$ cat src/shared/mrep_pkg.sv
// Constants and types shared by the mouse report endpoint design.
package mrep_pkg;
    localparam int BTN_W = 3;
    localparam int MOT_W = 12;
    localparam int REP_W = 40;
    localparam int FIFO_DEPTH = 8;
    localparam int DEB_TIME_US = 5;
    localparam int CLK_MHZ = 40;
    localparam int DEB_CYCLES = DEB_TIME_US * CLK_MHZ;
    localparam logic [7:0] IDLE_RATE_RST = 8'h00;
    localparam logic [BTN_W-1:0] BTN_RST = 3'h0;
    localparam logic [MOT_W-1:0] MOT_RST = 12'h000;
    typedef enum logic [1:0] {
        MREP_HS_NONE  = 2'h0,
        MREP_HS_NAK   = 2'h1,
        MREP_HS_DATA  = 2'h3,
        MREP_HS_STALL = 2'h2
    } mrep_hs_t;
    typedef enum logic [1:0] {
        MREP_DEFAULT    = 2'h0,
        MREP_ADDRESSED  = 2'h1,
        MREP_CONFIGURED = 2'h3
    } mrep_dev_t;
    // Sign-extend an 8-bit step to the motion width.
    function automatic logic [MOT_W-1:0] mrep_sext(input logic [7:0] v);
        mrep_sext = {{(MOT_W-8){v[7]}}, v};
    endfunction
endpackage

$ cat src/shared/mrep_stream_if.sv
// Valid/ready stream carrying motion steps between the report logic and its FIFO.
`timescale 1ns/1ps
interface mrep_stream_if #(parameter int W = 32);
    logic         valid;
    logic         ready;
    logic [W-1:0] data;
    modport src (output valid, output data, input ready);
    modport snk (input valid, input data, output ready);
endinterface

$ cat src/hw/mrep_endpoint.sv
// Report endpoint of the mouse: report buffer, motion accumulators, button debounce, handshakes.
`timescale 1ns/1ps
module mrep_endpoint (
    input  wire logic                           sys_clk,               // System clock, 40 MHz.
    input  wire logic                           reset_n,               // Asynchronous reset, active low.
    input  wire logic                           usb_reset,             // USB bus reset seen, one-cycle pulse.
    input  wire mrep_pkg::mrep_dev_t            dev_state,             // USB device state.
    input  wire logic                           z_present,             // A scroll wheel is fitted.
    input  wire logic [mrep_pkg::BTN_W-1:0]     btn_pin,               // Raw button pins, high when pressed.
    input  wire logic                           motion_valid,          // Motion step offered.
    input  wire logic [7:0]                     motion_dx,             // Signed X step.
    input  wire logic [7:0]                     motion_dy,             // Signed Y step.
    input  wire logic [7:0]                     motion_dz,             // Signed Z step.
    output logic                                motion_ready,          // Motion step accepted.
    input  wire logic                           report_endpoint_poll,  // IN token on the report endpoint.
    input  wire logic                           report_endpoint_halt_set, // Set-feature halt accepted.
    input  wire logic                           report_endpoint_halt_clr, // Clear-feature halt accepted.
    input  wire logic                           report_sent,           // Host acknowledged the data packet.
    input  wire logic                           idle_rate_wr,          // Set-idle request strobe.
    input  wire logic [7:0]                     idle_rate_in,          // Set-idle rate value.
    output mrep_pkg::mrep_hs_t                  poll_answer,           // Answer to the poll, pulse.
    output logic [mrep_pkg::REP_W-1:0]          report_data,           // Report bytes, button byte lowest.
    output logic [2:0]                          report_len,            // Report length in bytes.
    output logic                                report_endpoint_halted, // Halt flag.
    output logic [7:0]                          idle_rate,             // Current idle rate.
    output logic [mrep_pkg::BTN_W-1:0]          btn_debounced,         // Debounced buttons.
    input  wire logic [15:0]                    ctrl_wlength,          // Requested length of a control read.
    input  wire logic                           ctrl_short_read,       // Request is a status/config/interface read.
    output logic [15:0]                         ctrl_reply_len         // Bytes the control read returns.
);
    import mrep_pkg::*;

    // Motion steps pass through the FIFO; its read side is always ready, so the buffer logic never stalls the sensor.
    mrep_stream_if #(.W(24)) mot_in ();
    mrep_stream_if #(.W(24)) mot_out ();
    assign mot_in.valid  = motion_valid;
    assign mot_in.data   = {motion_dz, motion_dy, motion_dx};
    assign motion_ready  = mot_in.ready;
    assign mot_out.ready = 1'b1;

    mrep_fifo #(.W(24), .DEPTH(FIFO_DEPTH)) u_fifo (
        .sys_clk (sys_clk),
        .reset_n (reset_n),
        .clr     (usb_reset),
        .wr      (mot_in),
        .rd      (mot_out)
    );

    // Three-stage synchroniser, then one stable-time filter with one counter shared by all buttons.
    logic [BTN_W-1:0] s1_reg, s2_reg, s3_reg;
    logic [BTN_W-1:0] deb_reg, deb_next;
    logic [15:0]      dcnt_reg, dcnt_next;
    always_comb begin
        deb_next  = deb_reg;
        dcnt_next = dcnt_reg;
        if (s2_reg != s3_reg || s3_reg == deb_reg) begin
            dcnt_next = 16'h0000;
        end else if (dcnt_reg == 16'(DEB_CYCLES - 1)) begin
            deb_next  = s3_reg;
            dcnt_next = 16'h0000;
        end else begin
            dcnt_next = dcnt_reg + 16'h0001;
        end
    end
    always_ff @(posedge sys_clk or negedge reset_n) begin
        if (!reset_n) begin
            s1_reg   <= BTN_RST;
            s2_reg   <= BTN_RST;
            s3_reg   <= BTN_RST;
            deb_reg  <= BTN_RST;
            dcnt_reg <= 16'h0000;
        end else begin
            s1_reg   <= btn_pin;
            s2_reg   <= s1_reg;
            s3_reg   <= s2_reg;
            deb_reg  <= deb_next;
            dcnt_reg <= dcnt_next;
        end
    end
    assign btn_debounced = deb_reg;

    // Report buffer, accumulators and saved button copy.
    logic               full_reg, full_next;
    logic [BTN_W-1:0]   rb_btn_reg, rb_btn_next;
    logic [MOT_W-1:0]   rb_x_reg, rb_x_next, rb_y_reg, rb_y_next;
    logic [7:0]         rb_z_reg, rb_z_next;
    logic [MOT_W-1:0]   acc_x_reg, acc_x_next, acc_y_reg, acc_y_next;
    logic [7:0]         acc_z_reg, acc_z_next;
    logic               acc_any_reg, acc_any_next;
    logic [BTN_W-1:0]   last_btn_reg, last_btn_next;
    logic               halt_reg, halt_next;
    logic [7:0]         idle_reg, idle_next;
    logic               configured, mv, drain;
    logic [MOT_W-1:0]   dx, dy;
    logic [7:0]         dz;

    assign configured = (dev_state == MREP_CONFIGURED);
    assign mv         = mot_out.valid;
    assign dx         = mrep_sext(mot_out.data[7:0]);
    assign dy         = mrep_sext(mot_out.data[15:8]);
    assign dz         = mot_out.data[23:16];
    assign drain      = full_reg && report_sent;

    always_comb begin
        full_next     = full_reg;
        rb_btn_next   = rb_btn_reg;
        rb_x_next     = rb_x_reg;
        rb_y_next     = rb_y_reg;
        rb_z_next     = rb_z_reg;
        acc_x_next    = acc_x_reg;
        acc_y_next    = acc_y_reg;
        acc_z_next    = acc_z_reg;
        acc_any_next  = acc_any_reg;
        last_btn_next = last_btn_reg;
        halt_next     = halt_reg;
        idle_next     = idle_reg;
        if (report_endpoint_halt_set && configured) begin
            halt_next = 1'b1;
        end else if (report_endpoint_halt_clr) begin
            halt_next = 1'b0;
        end
        if (idle_rate_wr) begin
            idle_next = idle_rate_in;
        end
        if (full_reg && !drain) begin
            // Buttons are not tracked as events here; the copy is compared at drain time.
            if (mv) begin
                acc_x_next   = acc_x_reg + dx;
                acc_y_next   = acc_y_reg + dy;
                acc_z_next   = acc_z_reg + dz;
                acc_any_next = 1'b1;
            end
        end else if (drain) begin
            if (acc_any_reg || mv || deb_reg != last_btn_reg) begin
                // The step landing in the drain cycle joins the transfer rather than being lost.
                rb_x_next     = acc_x_reg + (mv ? dx : MOT_RST);
                rb_y_next     = acc_y_reg + (mv ? dy : MOT_RST);
                rb_z_next     = acc_z_reg + (mv ? dz : 8'h00);
                rb_btn_next   = deb_reg;
                last_btn_next = deb_reg;
                full_next     = 1'b1;
            end else begin
                full_next = 1'b0;
            end
            acc_x_next   = MOT_RST;
            acc_y_next   = MOT_RST;
            acc_z_next   = 8'h00;
            acc_any_next = 1'b0;
        end else if (configured && (mv || deb_reg != last_btn_reg)) begin
            rb_x_next     = mv ? dx : MOT_RST;
            rb_y_next     = mv ? dy : MOT_RST;
            rb_z_next     = mv ? dz : 8'h00;
            rb_btn_next   = deb_reg;
            last_btn_next = deb_reg;
            full_next     = 1'b1;
        end
        if (usb_reset) begin
            full_next     = 1'b0;
            rb_btn_next   = BTN_RST;
            rb_x_next     = MOT_RST;
            rb_y_next     = MOT_RST;
            rb_z_next     = 8'h00;
            acc_x_next    = MOT_RST;
            acc_y_next    = MOT_RST;
            acc_z_next    = 8'h00;
            acc_any_next  = 1'b0;
            last_btn_next = BTN_RST;
            halt_next     = 1'b0;
            idle_next     = IDLE_RATE_RST;
        end
    end
    always_ff @(posedge sys_clk or negedge reset_n) begin
        if (!reset_n) begin
            full_reg     <= 1'b0;
            rb_btn_reg   <= BTN_RST;
            rb_x_reg     <= MOT_RST;
            rb_y_reg     <= MOT_RST;
            rb_z_reg     <= 8'h00;
            acc_x_reg    <= MOT_RST;
            acc_y_reg    <= MOT_RST;
            acc_z_reg    <= 8'h00;
            acc_any_reg  <= 1'b0;
            last_btn_reg <= BTN_RST;
            halt_reg     <= 1'b0;
            idle_reg     <= IDLE_RATE_RST;
        end else begin
            full_reg     <= full_next;
            rb_btn_reg   <= rb_btn_next;
            rb_x_reg     <= rb_x_next;
            rb_y_reg     <= rb_y_next;
            rb_z_reg     <= rb_z_next;
            acc_x_reg    <= acc_x_next;
            acc_y_reg    <= acc_y_next;
            acc_z_reg    <= acc_z_next;
            acc_any_reg  <= acc_any_next;
            last_btn_reg <= last_btn_next;
            halt_reg     <= halt_next;
            idle_reg     <= idle_next;
        end
    end

    // Handshake answer is combinational; the packet bytes come straight from the buffer registers.
    always_comb begin
        poll_answer = MREP_HS_NONE;
        if (report_endpoint_poll && configured) begin
            if (halt_reg) begin
                poll_answer = MREP_HS_STALL;
            end else if (full_reg) begin
                poll_answer = MREP_HS_DATA;
            end else begin
                poll_answer = MREP_HS_NAK;
            end
        end
    end
    // Byte order: buttons, X low, X/Y high nibbles, Y low, Z.
    assign report_data = {rb_z_reg, rb_y_reg[7:0], rb_y_reg[11:8], rb_x_reg[11:8],
                          rb_x_reg[7:0], {(8-BTN_W){1'b0}}, rb_btn_reg};
    assign report_len  = z_present ? 3'h5 : 3'h4;
    assign report_endpoint_halted = halt_reg;
    assign idle_rate = idle_reg;
    // A zero-length status, configuration or interface read still returns one byte.
    assign ctrl_reply_len = (ctrl_short_read && ctrl_wlength == 16'h0000) ? 16'h0001 : ctrl_wlength;

    chk_nak_when_empty: assert property (@(posedge sys_clk) disable iff (!reset_n)
        report_endpoint_poll && configured && !halt_reg && !full_reg |-> poll_answer == MREP_HS_NAK)
        else $error("poll without report did not NAK");
    chk_stall_only_halt: assert property (@(posedge sys_clk) disable iff (!reset_n)
        poll_answer == MREP_HS_STALL |-> halt_reg)
        else $error("stall without halt flag");
    chk_no_rep_unconf: assert property (@(posedge sys_clk) disable iff (!reset_n)
        !configured |-> poll_answer != MREP_HS_DATA)
        else $error("report answered while not configured");
    chk_acc_grows: assert property (@(posedge sys_clk) disable iff (!reset_n)
        full_reg && !drain && mv && !usb_reset |=> acc_x_reg == $past(acc_x_reg) + $past(dx))
        else $error("motion lost while buffer full");
    chk_acc_cleared: assert property (@(posedge sys_clk) disable iff (!reset_n)
        drain |=> acc_x_reg == MOT_RST && acc_y_reg == MOT_RST && !acc_any_reg)
        else $error("accumulators not cleared after transfer");
    chk_copy_matches: assert property (@(posedge sys_clk) disable iff (!reset_n)
        $rose(full_reg) |-> rb_btn_reg == last_btn_reg)
        else $error("saved button copy differs from loaded state");
    chk_btn_ignored: assert property (@(posedge sys_clk) disable iff (!reset_n)
        full_reg && !drain && !usb_reset |=> $stable(rb_btn_reg))
        else $error("button changed in full buffer");
    chk_zero_len_one: assert property (@(posedge sys_clk) disable iff (!reset_n)
        ctrl_short_read && ctrl_wlength == 16'h0000 |-> ctrl_reply_len == 16'h0001)
        else $error("zero-length read did not return one byte");
    chk_usb_reset_clr: assert property (@(posedge sys_clk) disable iff (!reset_n)
        usb_reset |=> !full_reg && acc_x_reg == MOT_RST && idle_reg == IDLE_RATE_RST && rb_x_reg == MOT_RST)
        else $error("USB reset left state behind");
    cov_data_sent: cover property (@(posedge sys_clk) disable iff (!reset_n) poll_answer == MREP_HS_DATA);
    cov_drain_acc: cover property (@(posedge sys_clk) disable iff (!reset_n) drain && acc_any_reg);
    cov_stall: cover property (@(posedge sys_clk) disable iff (!reset_n) poll_answer == MREP_HS_STALL);
endmodule

$ cat src/hw/mrep_fifo.sv
// Parameterised FIFO with valid/ready on both sides and registered read data.
`timescale 1ns/1ps
module mrep_fifo #(
    parameter int W = 24,
    parameter int DEPTH = 8
) (
    input  wire logic   sys_clk,   // System clock.
    input  wire logic   reset_n,   // Asynchronous reset, active low.
    input  wire logic   clr,       // Synchronous flush on USB reset.
    mrep_stream_if.snk  wr,        // Filling side.
    mrep_stream_if.src  rd         // Draining side.
);
    localparam int AW = $clog2(DEPTH);
    logic [W-1:0]  mem_reg [DEPTH];
    logic [AW:0]   wp_reg, wp_next, rp_reg, rp_next;
    logic [W-1:0]  out_reg, out_next;
    logic          ov_reg, ov_next;
    logic          full, wr_go, rd_go, load;
    assign full     = (wp_reg[AW] != rp_reg[AW]) && (wp_reg[AW-1:0] == rp_reg[AW-1:0]);
    assign wr.ready = !full;
    assign wr_go    = wr.valid && !full;
    assign rd.valid = ov_reg;
    assign rd.data  = out_reg;
    assign rd_go    = ov_reg && rd.ready;
    assign load     = (wp_reg != rp_reg) && (!ov_reg || rd_go);
    always_comb begin
        wp_next  = wp_reg;
        rp_next  = rp_reg;
        out_next = out_reg;
        ov_next  = ov_reg;
        if (wr_go) begin
            wp_next = wp_reg + 1'b1;
        end
        if (rd_go) begin
            ov_next = 1'b0;
        end
        if (load) begin
            out_next = mem_reg[rp_reg[AW-1:0]];
            ov_next  = 1'b1;
            rp_next  = rp_reg + 1'b1;
        end
        if (clr) begin
            wp_next = '0;
            rp_next = '0;
            ov_next = 1'b0;
        end
    end
    always_ff @(posedge sys_clk or negedge reset_n) begin
        if (!reset_n) begin
            wp_reg  <= '0;
            rp_reg  <= '0;
            out_reg <= '0;
            ov_reg  <= 1'b0;
        end else begin
            wp_reg  <= wp_next;
            rp_reg  <= rp_next;
            out_reg <= out_next;
            ov_reg  <= ov_next;
        end
    end
    always_ff @(posedge sys_clk) begin
        if (wr_go) begin
            mem_reg[wp_reg[AW-1:0]] <= wr.data;
        end
    end
endmodule

$ cat config.mk
export PLATFORM = sky130hd
export DESIGN_NAME = mrep_endpoint
export DESIGN_NICKNAME = d
export VERILOG_FILES = /design/src/shared/mrep_pkg.sv /design/src/shared/mrep_stream_if.sv /design/src/hw/mrep_endpoint.sv /design/src/hw/mrep_fifo.sv
export SDC_FILE = /design/constraint.sdc
export NUM_CORES = 1
export LEC_CHECK = 0
export BUFFER_PORTS_ARGS = -buffer_cell sky130_fd_sc_hd__clkbuf_2
export CAP_MARGIN = 20
export CORE_MARGIN = 4
export CORE_UTILIZATION = 45
export DETAILED_ROUTE_END_ITERATION = 8
export PLACE_DENSITY = 0.72
export SYNTH_ARGS = -nofsm -noshare
export SYNTH_HDL_FRONTEND = slang
export SYNTH_SLANG_ARGS = --single-unit
$ cat constraint.sdc
create_clock -name sys_clk -period 9.02 [get_ports sys_clk]
set_input_delay 0.902 -clock sys_clk [delete_from_list [all_inputs] [get_ports sys_clk]]
set_output_delay 0.902 -clock sys_clk [all_outputs]
set_load 0.03 [all_outputs]
Word-level counts from Yosys, hierarchy flattened. Memories as Yosys holds them, arrays and structs flattened. A register that Yosys moved wholly into a read port is not among the register bits. Index checks and enable logic that the tools add are counted.

Logic and storage cells: 130. Register bits after elaboration: 115. Bits of input ports: 64. Output and inout bits: 74. Bits in writable memories: 192. Memories kept: 1.

Memories: u_fifo.mem_reg (depth 8, width 24, read ports 1, clocked after Yosys merged registers in 1, wr ports 1, line mrep_fifo.sv:14) `logic [W-1:0] mem_reg [DEPTH];`.

Bitwise logic cells: 1. Reduce and logical (&&, ||, !) cells: 26. $add $sub $neg: 9. Equality and inequality tests: 11. Mux-type cells: 63.

Operators with widths (count): $mux W12 (19); $mux W8 (12); $add A12 B12 Y12 (4); $mux W16 (3); $mux W1 (17); $add A16 B1 Y16 const B (1); $add A8 B8 Y8 (2); $eq A16 B8 Y1 const B (1); $logic_not A16 Y1 (1); $mux W4 (4); $mux W3 (5); $reduce_bool A3 Y1 (3); $add A4 B1 Y4 const B (2); $logic_and A1 B1 Y1 (8); $eq A3 B3 Y1 (2); $mux W2 (3); $ne A3 B2 Y1 const B (2); $ne A3 B3 Y1 (2); $reduce_and A2 Y1 (3); $reduce_bool A2 Y1 (3); $logic_or A1 B1 Y1 (4); $ne A4 B4 Y1 (1); $logic_not A1 Y1 (3); $reduce_and A3 Y1 (1); 4 further kinds (4).

Longest topological paths before layout. Gate-level depths: netlist of run 1.

Depth after elaboration: 7. Depth in mapped cells: 20. Gate-level depth less buffers: 15.

Cells and area by module. From an unflattened synthesis of run 1, not the netlist that was laid out.

Cells, all modules: 1256. Area total of the unflattened synthesis: 16130.5 um^2.

By module, submodules not included: mrep_fifo (area an instance 8623.3 um^2, instances 1, sequential area each 6591.3 um^2, cells each 417); mrep_endpoint (area an instance 7507.2 um^2, instances 1, sequential area each 2652.5 um^2, cells each 839).

Worst setup path after synthesis of run 1. No wires, ideal clock.

Kind: register to register. Start: reg u_fifo.ov_reg (netlist: u_fifo.rd.valid). End: reg rb_y_reg[8]. Cell stages (with the launch flop): 21. Data arrival time: 4084 ps. Slack: 4789 ps. Data required time: 8873 ps. Library setup time: 147 ps. Buffers on the path: 5. Clock period less this slack: 4231 ps. Cells stage by stage: dfrtp_1 -> buf_6 -> buf_2 -> buf_2 -> clkbuf_1 -> clkbuf_1 -> and2_1 -> ha_1 -> inv_1 -> fa_1 -> and2b_1 -> o21a_1 -> a21oi_1 -> o22ai_1 -> a21oi_1 -> o22ai_1 -> a22oi_2 -> maj3_2 -> a31o_1 -> a311oi_1 -> a311oi_1.

Word-level cells in the longest chain between the ends: 6. Elaborated cells between the ends (all ways): 14. Classes of those cells: 1 x add/sub; 1 x eq/ne; 6 x mux; 6 x reduce/logical.

Ends and longest elaborated chain: start, declared (line mrep_fifo.sv:17) `logic ov_reg, ov_next;`; start signal, assigned (line mrep_fifo.sv:58) `ov_reg <= ov_next;`; $mux W12 (line mrep_endpoint.sv:137, mrep_endpoint.sv:151); $add A12 B12 Y12 (line mrep_endpoint.sv:137) `rb_y_next = acc_y_reg + (mv ? dy : MOT_RST);`; $mux W12 (line mrep_endpoint.sv:134) `if (acc_any_reg || mv || deb_reg != last_btn_reg) begin`; $mux W12 (line mrep_endpoint.sv:133) `end else if (drain) begin`; $mux W12 (line mrep_endpoint.sv:125) `if (full_reg && !drain) begin`; $mux W12 (line mrep_endpoint.sv:157) `if (usb_reset) begin`; end signal, assigned (line mrep_endpoint.sv:190) `rb_y_reg <= rb_y_next;`; end, declared (line mrep_endpoint.sv:85) `logic [MOT_W-1:0] rb_x_reg, rb_x_next, rb_y_reg, rb_y_next;`.

Parallel ways exist; a longest one is shown, timed or not. The select of a mux whose other input is x is not followed. A chain may end at the register's enable or synchronous reset.

Worst setup path in the final report of run 1. Ends and elaborated chain as after synthesis.

==> flow_metrics.env, run 1 <==
export IMPL_syn_area_um2=15900
export IMPL_cp_start_kind="flop"
export IMPL_synth_distinct_cells=71
export IMPL_finish_utilization_pct=52.4
export IMPL_drc_errors=0
export IMPL_grt_pass1_wl_um=53400
export IMPL_viasPerCell=5.46
export IMPL_intPower_mw=3.04
export IMPL_synth_area_leaders="edfxtp_1 36%, dfrtp_1 22%, mux4_2 6.8%"
export IMPL_switching_share_pct=30.9
export IMPL_clockRootBuffer="clkbuf_16"
export IMPL_fin_ws_ns=5.09
export IMPL_maxSlewViolCount=0
export IMPL_yosysSeqAreaShare_pct=58.3
export IMPL_synthDominantCellAreaShare_pct=36.4
export IMPL_syn_inst=1239
export IMPL_drive_above_1_share_pct=20.7
export IMPL_r2r_start="u_fifo.rd.valid$_DFF_PN0_"
export IMPL_combinationalPowerShare_pct=24.5
export IMPL_p_switching_mw=1.36
export IMPL_ctsHoldBuffers=0
export IMPL_cts_sinks=331
export IMPL_pin_count=138
export IMPL_clkSlewWorstSetupHoldPaths_ns=0.06
export IMPL_postCtsResizedCells=0
export IMPL_largest_reg_flops=192
export IMPL_start_util_pct=45.8
export IMPL_dieArea_um2=38300
export IMPL_yosys_area_top_type="edfxtp_1"
export IMPL_synthFlopType="edfxtp_1"
export IMPL_dp_worst_setup_slack_ns=5.10
export IMPL_hpwl_um=21500
export IMPL_antenna_found_initial=1
export IMPL_skew_ns=0.0163
export IMPL_coreArea_um2=34600
export IMPL_synth_edff_count=192
export IMPL_die_h_um=196
export IMPL_reg2reg_depth=16
export IMPL_synthArstFlopShare_pct=42.0
export IMPL_r2r_end="rb_y_reg[8]$_DFFE_PN0P_"
export IMPL_cp_arrival_ns=4.35
export IMPL_finalCritPeriodShare_pct=43.6
export IMPL_overflow=0
export IMPL_pwr_share_seq_pct=42.1
export IMPL_tightestPinTransition_ns=1.06
export IMPL_drt_wl_total_um=32700
export IMPL_cp_end_kind="flop"
export IMPL_grt_max_degree=82
export IMPL_post_cts_buffers=0
export IMPL_chipWidth_um=196
export IMPL_htree_levels=2
export IMPL_portBuffers=128
export IMPL_cts_buffers=35
export IMPL_yosys_warnings=0
export IMPL_fin_nets=1454
export IMPL_wl_per_cell_um=18.0
export IMPL_ir_worst_vdd_uv=182
export IMPL_crit_required_ns=9.44
export IMPL_slew_headroom_pct=29.3
export IMPL_r2r_slack_ns=5.09
export IMPL_hold_path_class="in -> async"
export IMPL_drtIter0Drc=594
export IMPL_ys_top_cells_by_count="192 x edfxtp_1, 139 x dfrtp_1, 107 x nor2_1"
export IMPL_status="complete, no violations"
export IMPL_grt_setup_unrepaired="false"
export IMPL_drv_cap=0
export IMPL_gp_congestion=0.813
export IMPL_syn_area_per_cell_um2=12.8
export IMPL_critPathLaunch="u_fifo.rd.valid$_DFF_PN0_"
export IMPL_setup_viol=0
export IMPL_postRouteAntennaNets=0
export IMPL_grt_pass1_vias=9875
export IMPL_clkPwrFrac_pct=33.5
export IMPL_num_vias=9942
export IMPL_period_minus_slack_ns=3.93
export IMPL_p_leak_nw=7.17
export IMPL_fin_tns_setup_ns=0
export IMPL_cts_tree="built"
export IMPL_synth_most_common_cell="edfxtp_1"
export IMPL_power_density_nw_per_um2=243
export IMPL_hold_violations=0
export IMPL_rows=68
export IMPL_firstDrtPassIters=5
export IMPL_criticalPathCategory="reg -> reg"
export IMPL_syn_to_final_growth_pct=14.5
export IMPL_clk_latency_ns=0.53
export IMPL_synth_seq_cells=331
export IMPL_fmax_mhz=254
export IMPL_crit_path_max_fanout=49
export IMPL_clock_path_buffers=3
export IMPL_track_usage_pct=17.0
## cells in the final DEF, fill, tap and decap left out, types with 43 or more instances in the layout
| cell | instances |
|---|---|
| ha_1 | 47 |
| xnor2_1 | 57 |
| edfxtp_1 | 192 |
| dfrtp_1 | 137 |
| mux4_2 | 48 |
| clkbuf_2 | 127 |
| o21ai_0 | 43 |
| nor2_1 | 100 |
| nand2_1 | 94 |
| inv_1 | 46 |
| a21oi_1 | 55 |
## routing by layer
metal / global-route usage [%] / share of wire, %
met2: 26.3 / 46
met5: 0 / 0.046
met4: 4.06 / 1.6
met3: 2.83 / 5.2
met1: 25.4 / 48
## stage by stage
stage	cell area (um2)	total power [mW]	hold slack (ns)	instances
6_report	18100	4.41	0.344	1820
5_1_grt	18100	4.65	0.362	1819
4_1_cts	18100	4.44	0.357	1818
3_5_place_dp	16900	2.97	0.339	1754
3_3_place_gp	16900	2.93	0.333	1754
2_1_floorplan	15900	2.68	0.331	1244
## how the worst max path moves through the flow
stage / endpoint / slack, ns / cells after the start
floorplan: rb_y_reg[8]$_DFFE_PN0P_ / 4.79 / 20
global placement: rb_y_reg[8]$_DFFE_PN0P_ / 5.22 / 16
detailed placement: rb_y_reg[8]$_DFFE_PN0P_ / 5.10 / 16
CTS: rb_y_reg[8]$_DFFE_PN0P_ / 5.09 / 16
global route: rb_y_reg[8]$_DFFE_PN0P_ / 4.71 / 16
finish: rb_y_reg[8]$_DFFE_PN0P_ / 5.09 / 16
## cell families after synthesis
| logic type | after synthesis | share of synthesized area, % |
|---|---|---|
| compound gates | 236 | 10.4 |
| fa+ha+maj | 58 | 4.81 |
| buf+inv | 134 | 3.44 |
| other cells | 2 | 0.0474 |
| xor+xnor | 94 | 5.19 |
| mux | 88 | 9.37 |
| flops | 331 | 58.3 |
| simple gates | 296 | 8.44 |
## critical path, cell delays in order (launching register included)
cell and delay (ns):
dfrtp_1 0.33, buf_4 0.42, and2_1 0.24, ha_1 0.17
inv_1 0.05, fa_1 0.42, and2b_1 0.23, o21a_1 0.11
a21oi_1 0.04, o22ai_1 0.33, a21oi_1 0.12, o22ai_1 0.18
a22oi_2 0.18, maj3_2 0.35, a311oi_1 0.27, a311oi_1 0.08
a311oi_1 0.31
## layout make-up
cell class                 count  area (um2)
multi-input combinational    779        6170
fill                        2879       16500
clock buffer                  47        1000
inverter                      47         176
clock inverter                17         201
antenna                        1        2.50
timing repair buffer         143         779
sequential                   331        9250
tap                          455         569
## power by group through the flow
stage          logic (mW)  registers [mW]  clock network, mW
2_1_floorplan       0.821            1.86                  0
3_3_place_gp         1.05            1.88                  0
3_5_place_dp         1.08            1.88                  0
4_1_cts              1.09            1.85               1.50
5_1_grt              1.20            1.87               1.57
6_report             1.08            1.85               1.47
(Power assumes the default switching activity.)
==> run 2, diff against run 1 <==
--- a/config.mk
+++ b/config.mk
@@ -10,7 +10,7 @@
 export CORE_MARGIN = 4
 export CORE_UTILIZATION = 45
 export DETAILED_ROUTE_END_ITERATION = 8
-export PLACE_DENSITY = 0.72
+export PLACE_DENSITY = 0.74
 export SYNTH_ARGS = -nofsm -noshare
 export SYNTH_HDL_FRONTEND = slang
 export SYNTH_SLANG_ARGS = --single-unit
==> constraint.sdc (replaced) <==
create_clock -name sys_clk -period 3.2 [get_ports sys_clk]
set_input_delay 0.32 -clock sys_clk [delete_from_list [all_inputs] [get_ports sys_clk]]
set_output_delay 0.32 -clock sys_clk [all_outputs]
set_load 0.03 [all_outputs]
==> run 2 against run 1 <==
Compared with the run above:
- the run now ends with setup timing left
- combinational power grew to 3.0 times the previous value
- register-to-register slack lost 5.2 ns
- first-iteration DRC count shrank 1.2%
- worst setup slack lost 5.2 ns
- via count grew 1.4%
- maximum frequency grew 19%
==> flow_metrics.env, run 2 (synthesis gave the netlist of run 1 again) <==
export IMPL_grt_pass1_vias=10200
export IMPL_cts_tree="built"
export IMPL_crit_required_ns=3.62
export IMPL_status="finished, violations left"
export IMPL_antenna_found_initial=2
export IMPL_whs_path_depth=3
export IMPL_cp_start_kind="flop"
export IMPL_hp_start="idle_rate_in[6]"
export IMPL_combinationalPowerShare_pct=25.8
export IMPL_skew_ns=0.0131
export IMPL_clkPwrFrac_pct=33.2
export IMPL_grt_busiest_layer="met2"
export IMPL_drive_above_1_share_pct=25.5
export IMPL_viasPerCell=5.43
export IMPL_clock_path_buffers=3
export IMPL_hold_path_class="in -> reg"
export IMPL_final_cell_mix="192 x edfxtp_1, 136 x dfrtp_1, 127 x clkbuf_2"
export IMPL_power_density_nw_per_um2=678
export IMPL_cts_sinks=331
export IMPL_r2r_start="u_fifo.rd.valid$_DFF_PN0_"
export IMPL_die_h_um=196
export IMPL_criticalPathCategory="reg -> reg"
export IMPL_p_leak_nw=7.46
export IMPL_hpwl_um=21800
export IMPL_fin_hold_ws_ns=0.0355
export IMPL_p_switching_mw=3.92
export IMPL_tightestPinTransition_ns=0.979
export IMPL_cp_arrival_ns=3.73
export IMPL_dieArea_um2=38300
export IMPL_cts_buffers=35
export IMPL_clockRootBuffer="clkbuf_16"
export IMPL_hold_violations=0
export IMPL_track_usage_pct=17.2
export IMPL_r2r_end="rb_x_reg[11]$_DFFE_PN0P_"
export IMPL_r2r_slack_ns=-0.11
export IMPL_grt_pass1_wl_um=54000
export IMPL_gp_congestion=0.824
export IMPL_fmax_mhz=302
export IMPL_portBuffers=128
export IMPL_drtIter0Drc=587
export IMPL_worst_path_buf_inv=2
export IMPL_use_met2_pct=26.8
export IMPL_largest_reg_flops=192
export IMPL_cpPeakStageDelay_ns=0.42
export IMPL_crit_slowest_cell="dfrtp_2"
export IMPL_intPower_mw=8.76
export IMPL_use_met1_pct=25.1
export IMPL_finish_utilization_pct=54.0
export IMPL_grt_max_degree=78
export IMPL_drv_cap=0
export IMPL_reg2reg_depth=15
export IMPL_final_common_cell="edfxtp_1"
export IMPL_ir_worst_vdd_uv=453
export IMPL_crit_chain="buf_6, buf_6, and2_4, ha_4, a21oi_4, o211ai_1, a32o_2, or3_4, maj3_2, a221oi_4, o31ai_2, xnor2_1, nor2_1, xnor2_1, a22o_1"
export IMPL_fin_nets=1493
export IMPL_rows=68
export IMPL_drc_errors=0
export IMPL_crit_path_max_fanout=4
export IMPL_violations="setup timing"
export IMPL_antenna_cells=0
export IMPL_clk_latency_ns=0.54
export IMPL_num_vias=10100
export IMPL_switching_share_pct=30.9
export IMPL_start_util_pct=45.8
export IMPL_setup_viol=2
export IMPL_cp_end_kind="flop"
export IMPL_period_minus_slack_ns=3.31
export IMPL_maxSlewViolCount=0
export IMPL_slew_headroom_pct=34.7
export IMPL_syn_to_final_growth_pct=18.0
export IMPL_use_met3_pct=3.37
export IMPL_pwr_share_seq_pct=41.0
export IMPL_dpl_cell_area_um2=17200
export IMPL_chipWidth_um=196
export IMPL_overflow=0
export IMPL_fin_ws_ns=-0.114
export IMPL_clkSlewWorstSetupHoldPaths_ns=0.06
export IMPL_finalCritPeriodShare_pct=104
export IMPL_design_area_um2=18700
export IMPL_hold_end="idle_rate[6]$_DFFE_PN0P_"
export IMPL_firstDrtPassIters=5
export IMPL_htree_levels=2
export IMPL_coreArea_um2=34600
export IMPL_pin_count=138
export IMPL_postRouteAntennaNets=0
export IMPL_crit_family="compound AO/OA/AOI/OAI gates"
export IMPL_drt_wl_total_um=33300
export IMPL_wl_per_cell_um=17.9
export IMPL_grt_setup_unrepaired="true"
export IMPL_fillers=2750
## run 2: cell types whose count changed in the layout (fill, tap and decap cells not counted), sizes merged
cell and change:
clkinv -2, diode -1, inv -2, dlygate4sd3 +4, clkbuf +4, buf +35
## run 2: per-stage QoR
step	power, mW	setup TNS [ns]	setup slack, ns	cells
final	12.7	-0.190	-0.114	1858
after global routing	13.4	-1.17	-0.311	1858
after floorplan	7.61	-1.93	-0.526	1244
after global placement	8.35	-0.0156	-0.0156	1779
after detailed placement	8.45	-0.115	-0.102	1779
after CTS	12.7	0	0.0106	1848
## run 2: worst max-delay path by stage
stage / depth (start not counted) / slack [ns] / from / end
after detailed placement: 15 / -0.10 / u_fifo.rd.valid$_DFF_PN0_ / rb_y_reg[8]$_DFFE_PN0P_
final: 15 / -0.11 / u_fifo.rd.valid$_DFF_PN0_ / rb_x_reg[11]$_DFFE_PN0P_
after floorplan: 20 / -0.53 / u_fifo.rd.valid$_DFF_PN0_ / rb_y_reg[8]$_DFFE_PN0P_
after global routing: 16 / -0.31 / u_fifo.rd.data[8]$_DFFE_PN0P_ / rb_y_reg[8]$_DFFE_PN0P_
after CTS: 15 / 0.01 / u_fifo.rd.valid$_DFF_PN0_ / rb_y_reg[8]$_DFFE_PN0P_
after global placement: 15 / -0.02 / u_fifo.rd.valid$_DFF_PN0_ / rb_y_reg[8]$_DFFE_PN0P_
## run 2: final cells by class
| class | count | area (um2) | share of cell area (%) |
|---|---|---|---|
| multi-input cells | 779 | 6380 | 34.1 |
| clock inverters | 13 | 196 | 1.05 |
| clock buffers | 51 | 1040 | 5.55 |
| inverters | 47 | 176 | 0.943 |
| well taps | 455 | 569 | 3.04 |
| repair buffers | 182 | 1100 | 5.87 |
| flip-flops and latches | 331 | 9250 | 49.5 |
## run 2: power groups by stage
stage / logic (mW) / registers [mW] / clock network (mW)
4_1_cts: 3.21 / 5.19 / 4.31
5_1_grt: 3.66 / 5.24 / 4.50
6_report: 3.28 / 5.20 / 4.21
3_3_place_gp: 3.09 / 5.26 / 0
3_5_place_dp: 3.18 / 5.28 / 0
2_1_floorplan: 2.38 / 5.23 / 0
## run 2: timing repair
action	4_1_cts	5_1_grt
hold buffers	4	0
buffers inserted	1	9
pin swaps	1	23
endpoints found under the setup margin	4	13
resized for setup	1	30
hold endpoints to repair	78	0
## run 2: routing by layer
| layer | vias to the layer above | share of wire [%] |
|---|---|---|
| li1 | 4812 | - |
| met1 | 4959 | 45 |
| met2 | 259 | 47 |
| met3 | 50 | 6.0 |
| met4 | 4 | 1.8 |
| met5 | - | 0.081 |
## run 2: worst register-to-register path, stage by stage, from the launching register on
cell and delay [ns]:
dfrtp_2 0.42, buf_6 0.13, buf_6 0.11, and2_4 0.14, ha_4 0.16, a21oi_4 0.14, o211ai_1 0.11, a32o_2 0.26
or3_4 0.39, maj3_2 0.36, a221oi_4 0.33, o31ai_2 0.12, xnor2_1 0.16, nor2_1 0.07, xnor2_1 0.14, a22o_1 0.17
==> run 3, diff against run 2 <==
--- a/config.mk
+++ b/config.mk
@@ -5,12 +5,14 @@
 export SDC_FILE = /design/constraint.sdc
 export NUM_CORES = 1
 export LEC_CHECK = 0
+export ABC_AREA = 1
 export BUFFER_PORTS_ARGS = -buffer_cell sky130_fd_sc_hd__clkbuf_2
 export CAP_MARGIN = 20
 export CORE_MARGIN = 4
 export CORE_UTILIZATION = 45
 export DETAILED_ROUTE_END_ITERATION = 8
 export PLACE_DENSITY = 0.74
+export RECOVER_POWER = 50
 export SYNTH_ARGS = -nofsm -noshare
 export SYNTH_HDL_FRONTEND = slang
 export SYNTH_SLANG_ARGS = --single-unit
==> run 3 against run 2 <==
Compared with the run above:
- the run ends with capacitance limit, slew limit left
- worst setup slack improved by 0.75 ns
- clock-buffer cell count fell by 3
- sequential power rose by 3%
- cell count rose by 28%
- global-route usage rose by 2.3 points
- maximum frequency rose by 29%
- utilization fell by 1.8 points
- critical path depth fell by 3
- largest power group unchanged
==> flow_metrics.env, run 3 <==
export IMPL_status="finished, violations left"
export IMPL_violations="capacitance limit, slew limit"
export IMPL_drv_cap=1
export IMPL_cts_sinks=331
export IMPL_fin_nets=2003
export IMPL_syn_area_per_cell_um2=9.23
export IMPL_hold_end="report_endpoint_halted$_DFFE_PN0P_"
export IMPL_largest_reg_flops=192
export IMPL_use_met2_pct=31.6
export IMPL_yosys_area_top_type="edfxtp_1"
export IMPL_crit_path_max_fanout=23
export IMPL_start_util_pct=45.8
export IMPL_synth_edff_count=192
export IMPL_design_area_um2=18600
export IMPL_wl_per_cell_um=16.4
export IMPL_grt_pass1_wl_um=62300
export IMPL_hpwl_um=26100
export IMPL_viasPerCell=5.31
export IMPL_cts_tree="built"
export IMPL_crit_chain="buf_4, nand2_1, inv_1, ha_1, nand2_1, nor2_1, nor3_1, nand3_1, nand2_1, nand3_1, nand2_1, nand2_1"
export IMPL_maxSlewViolCount=73
export IMPL_slew_headroom_pct=-26.4
export IMPL_fmax_mhz=391
export IMPL_r2r_end="rb_y_reg[11]$_DFFE_PN0P_"
export IMPL_finalCritPeriodShare_pct=80.0
export IMPL_dpl_cell_area_um2=17400
export IMPL_cp_arrival_ns=2.98
export IMPL_dieArea_um2=39400
export IMPL_whs_path_depth=3
export IMPL_fin_tns_setup_ns=0
export IMPL_intPower_mw=8.54
export IMPL_cp_end_kind="flop"
export IMPL_placedCellCount=2304
export IMPL_path_common_cell="nand2_1"
export IMPL_drc_errors=0
export IMPL_combinationalPowerShare_pct=28.3
export IMPL_drt_wl_total_um=39100
export IMPL_crit_required_ns=3.62
export IMPL_ys_top_cells_by_count="464 x nand2_1, 192 x edfxtp_1, 146 x inv_1"
export IMPL_num_vias=12600
export IMPL_final_common_cell="nand2_1"
export IMPL_synth_seq_cells=331
export IMPL_reg2reg_depth=12
export IMPL_skew_ns=0.0234
export IMPL_track_usage_pct=19.5
export IMPL_syn_to_final_growth_pct=14.0
export IMPL_overflow=0
export IMPL_clkSlewWorstSetupHoldPaths_ns=0.06
export IMPL_syn_area_um2=16300
export IMPL_final_cell_mix="464 x nand2_1, 192 x edfxtp_1, 145 x inv_1"
export IMPL_grt_pass1_vias=12000
export IMPL_antenna_found_initial=4
export IMPL_die_h_um=198
export IMPL_syn_inst=1768
export IMPL_pwr_share_seq_pct=40.1
export IMPL_gp_congestion=0.899
export IMPL_crit_slowest_cell="dfrtp_1"
export IMPL_ir_worst_vdd_uv=515
export IMPL_coreArea_um2=35700
export IMPL_power_mw=13.3
export IMPL_grt_busiest_layer="met2"
export IMPL_hold_violations=0
export IMPL_chipWidth_um=198
export IMPL_synth_area_leaders="edfxtp_1 35%, dfrtp_1 21%, nand2_1 11%"
export IMPL_clock_path_buffers=3
export IMPL_drtIter0Drc=836
export IMPL_criticalPathCategory="reg -> reg"
export IMPL_use_met3_pct=4.13
export IMPL_p_switching_mw=4.77
export IMPL_grt_max_degree=114
export IMPL_tightestPinTransition_ns=1.90
export IMPL_cts_buffers=37
export IMPL_rows=69
export IMPL_yosys_warnings=0
export IMPL_portBuffers=128
export IMPL_synthArstFlopShare_pct=42.0
export IMPL_clockRootBuffer="clkbuf_16"
export IMPL_pin_count=138
export IMPL_use_met1_pct=27.5
export IMPL_synthDominantCellAreaShare_pct=35.3
export IMPL_postCtsResizedCells=0
export IMPL_r2r_start="u_fifo.rd.valid$_DFF_PN0_"
export IMPL_grt_setup_unrepaired="false"
export IMPL_synth_distinct_cells=49
export IMPL_clkPwrFrac_pct=31.6
export IMPL_htree_levels=2
export IMPL_firstDrtPassIters=5
export IMPL_synth_most_common_cell="nand2_1"
export IMPL_setup_viol=0
export IMPL_drive_above_1_share_pct=10.5
export IMPL_power_density_nw_per_um2=715
export IMPL_antenna_cells=0
export IMPL_p_leak_nw=8.11
export IMPL_r2r_slack_ns=0.64
export IMPL_period_minus_slack_ns=2.56
export IMPL_postRouteAntennaNets=0
export IMPL_hp_start="report_endpoint_halt_set"
export IMPL_switching_share_pct=35.9
export IMPL_hold_path_class="in -> reg"
export IMPL_final_cell_count_no_fill=2376
export IMPL_clk_latency_ns=0.54
export IMPL_cpPeakStageDelay_ns=0.81
export IMPL_yosysSeqAreaShare_pct=56.6
export IMPL_cp_start_kind="flop"
export IMPL_synthFlopType="edfxtp_1"
export IMPL_finish_utilization_pct=52.2
==> run 3: cell types whose count changed in the layout (fill, tap and decap cells not counted), sizes merged, moves of 35 or more <==
cell	change
mux4	-48
xnor2	-46
nand2	+377
inv	+108
nand3	+128
mux2i	-37
nor2	+35
o21ai	+117
==> run 3: worst max-delay path: cells and delay by family (launching register included) <==
family | cells | cell delay [ns]
adder cells (fa/ha/maj) | 1 | 0.29
flip-flops | 1 | 0.81
AND/OR/NAND/NOR | 9 | 0.87
buffers and inverters | 2 | 0.49
==> run 3: logic make-up (layout without fill, tap and decap cells) <==
kind of cell,Yosys count,count (layout),share of synthesized area [%]
flip-flops,331,331,56.6
XOR/XNOR,33,33,1.77
other,2,7,0.0460
AO/OA/AOI/OAI,304,304,10.6
AND/OR/NAND/NOR,803,803,20.6
adder cells (fa/ha/maj),53,53,4.34
buffers and inverters,242,384,6.05
==> run 3: per-layer routing <==
metal  share of wire [%]  wire length, um  up-vias
li1                    -                -     6207
met1                  45            17500     5916
met2                  46            17800      422
met3                 7.8             3040       54
met4                 1.5              571        8
met5                0.18               70        -
==> run 3: per-stage QoR <==
step / worst slack (ns) / hold slack (ns)
floorplan: 0.369 / 0.0244
global placement: 0.677 / 0.338
detailed placement: 0.659 / 0.335
CTS: 0.651 / 0.00860
global route: 0.345 / 0.0274
finish: 0.640 / 0.0234
==> run 3: worst max path at each step <==
stage	from	endpoint	slack, ns	cells past startpoint
global route	u_fifo.rd.valid$_DFF_PN0_	rb_y_reg[11]$_DFFE_PN0P_	0.34	12
CTS	u_fifo.rd.valid$_DFF_PN0_	rb_y_reg[11]$_DFFE_PN0P_	0.65	12
finish	u_fifo.rd.valid$_DFF_PN0_	rb_y_reg[11]$_DFFE_PN0P_	0.64	12
global placement	u_fifo.rd.valid$_DFF_PN0_	rb_y_reg[11]$_DFFE_PN0P_	0.68	12
floorplan	u_fifo.rp_reg[0]$_DFFE_PN0P_	u_fifo.mem_reg[7][0]$_DFFE_PP_	0.37	8
detailed placement	u_fifo.rd.valid$_DFF_PN0_	rb_y_reg[11]$_DFFE_PN0P_	0.66	12
==> run 3: repair_timing <==
action / CTS / global route
setup buffers: 0 / 0
hold endpoints to repair: 75 / 0
setup endpoints to repair: 0 / 0
hold buffers: 4 / 0
==> run 3: area by class of cell <==
cell class              instances  area [um2]
inverters                     157         589
well taps                     461         577
clock inverters                20         198
multi-input cells            1200        6130
repair buffers                159         855
clock buffers                  48        1010
flip-flops and latches        331        9250
fillers                      3179       17100
==> run 3: power groups by stage <==
stage	Combinational, mW	Clock (mW)	Sequential [mW]
2_1_floorplan	2.54	0	5.43
3_3_place_gp	3.66	0	5.40
3_5_place_dp	3.76	0	5.41
4_1_cts	3.79	4.27	5.33
5_1_grt	4.25	4.45	5.39
6_report	3.77	4.20	5.34
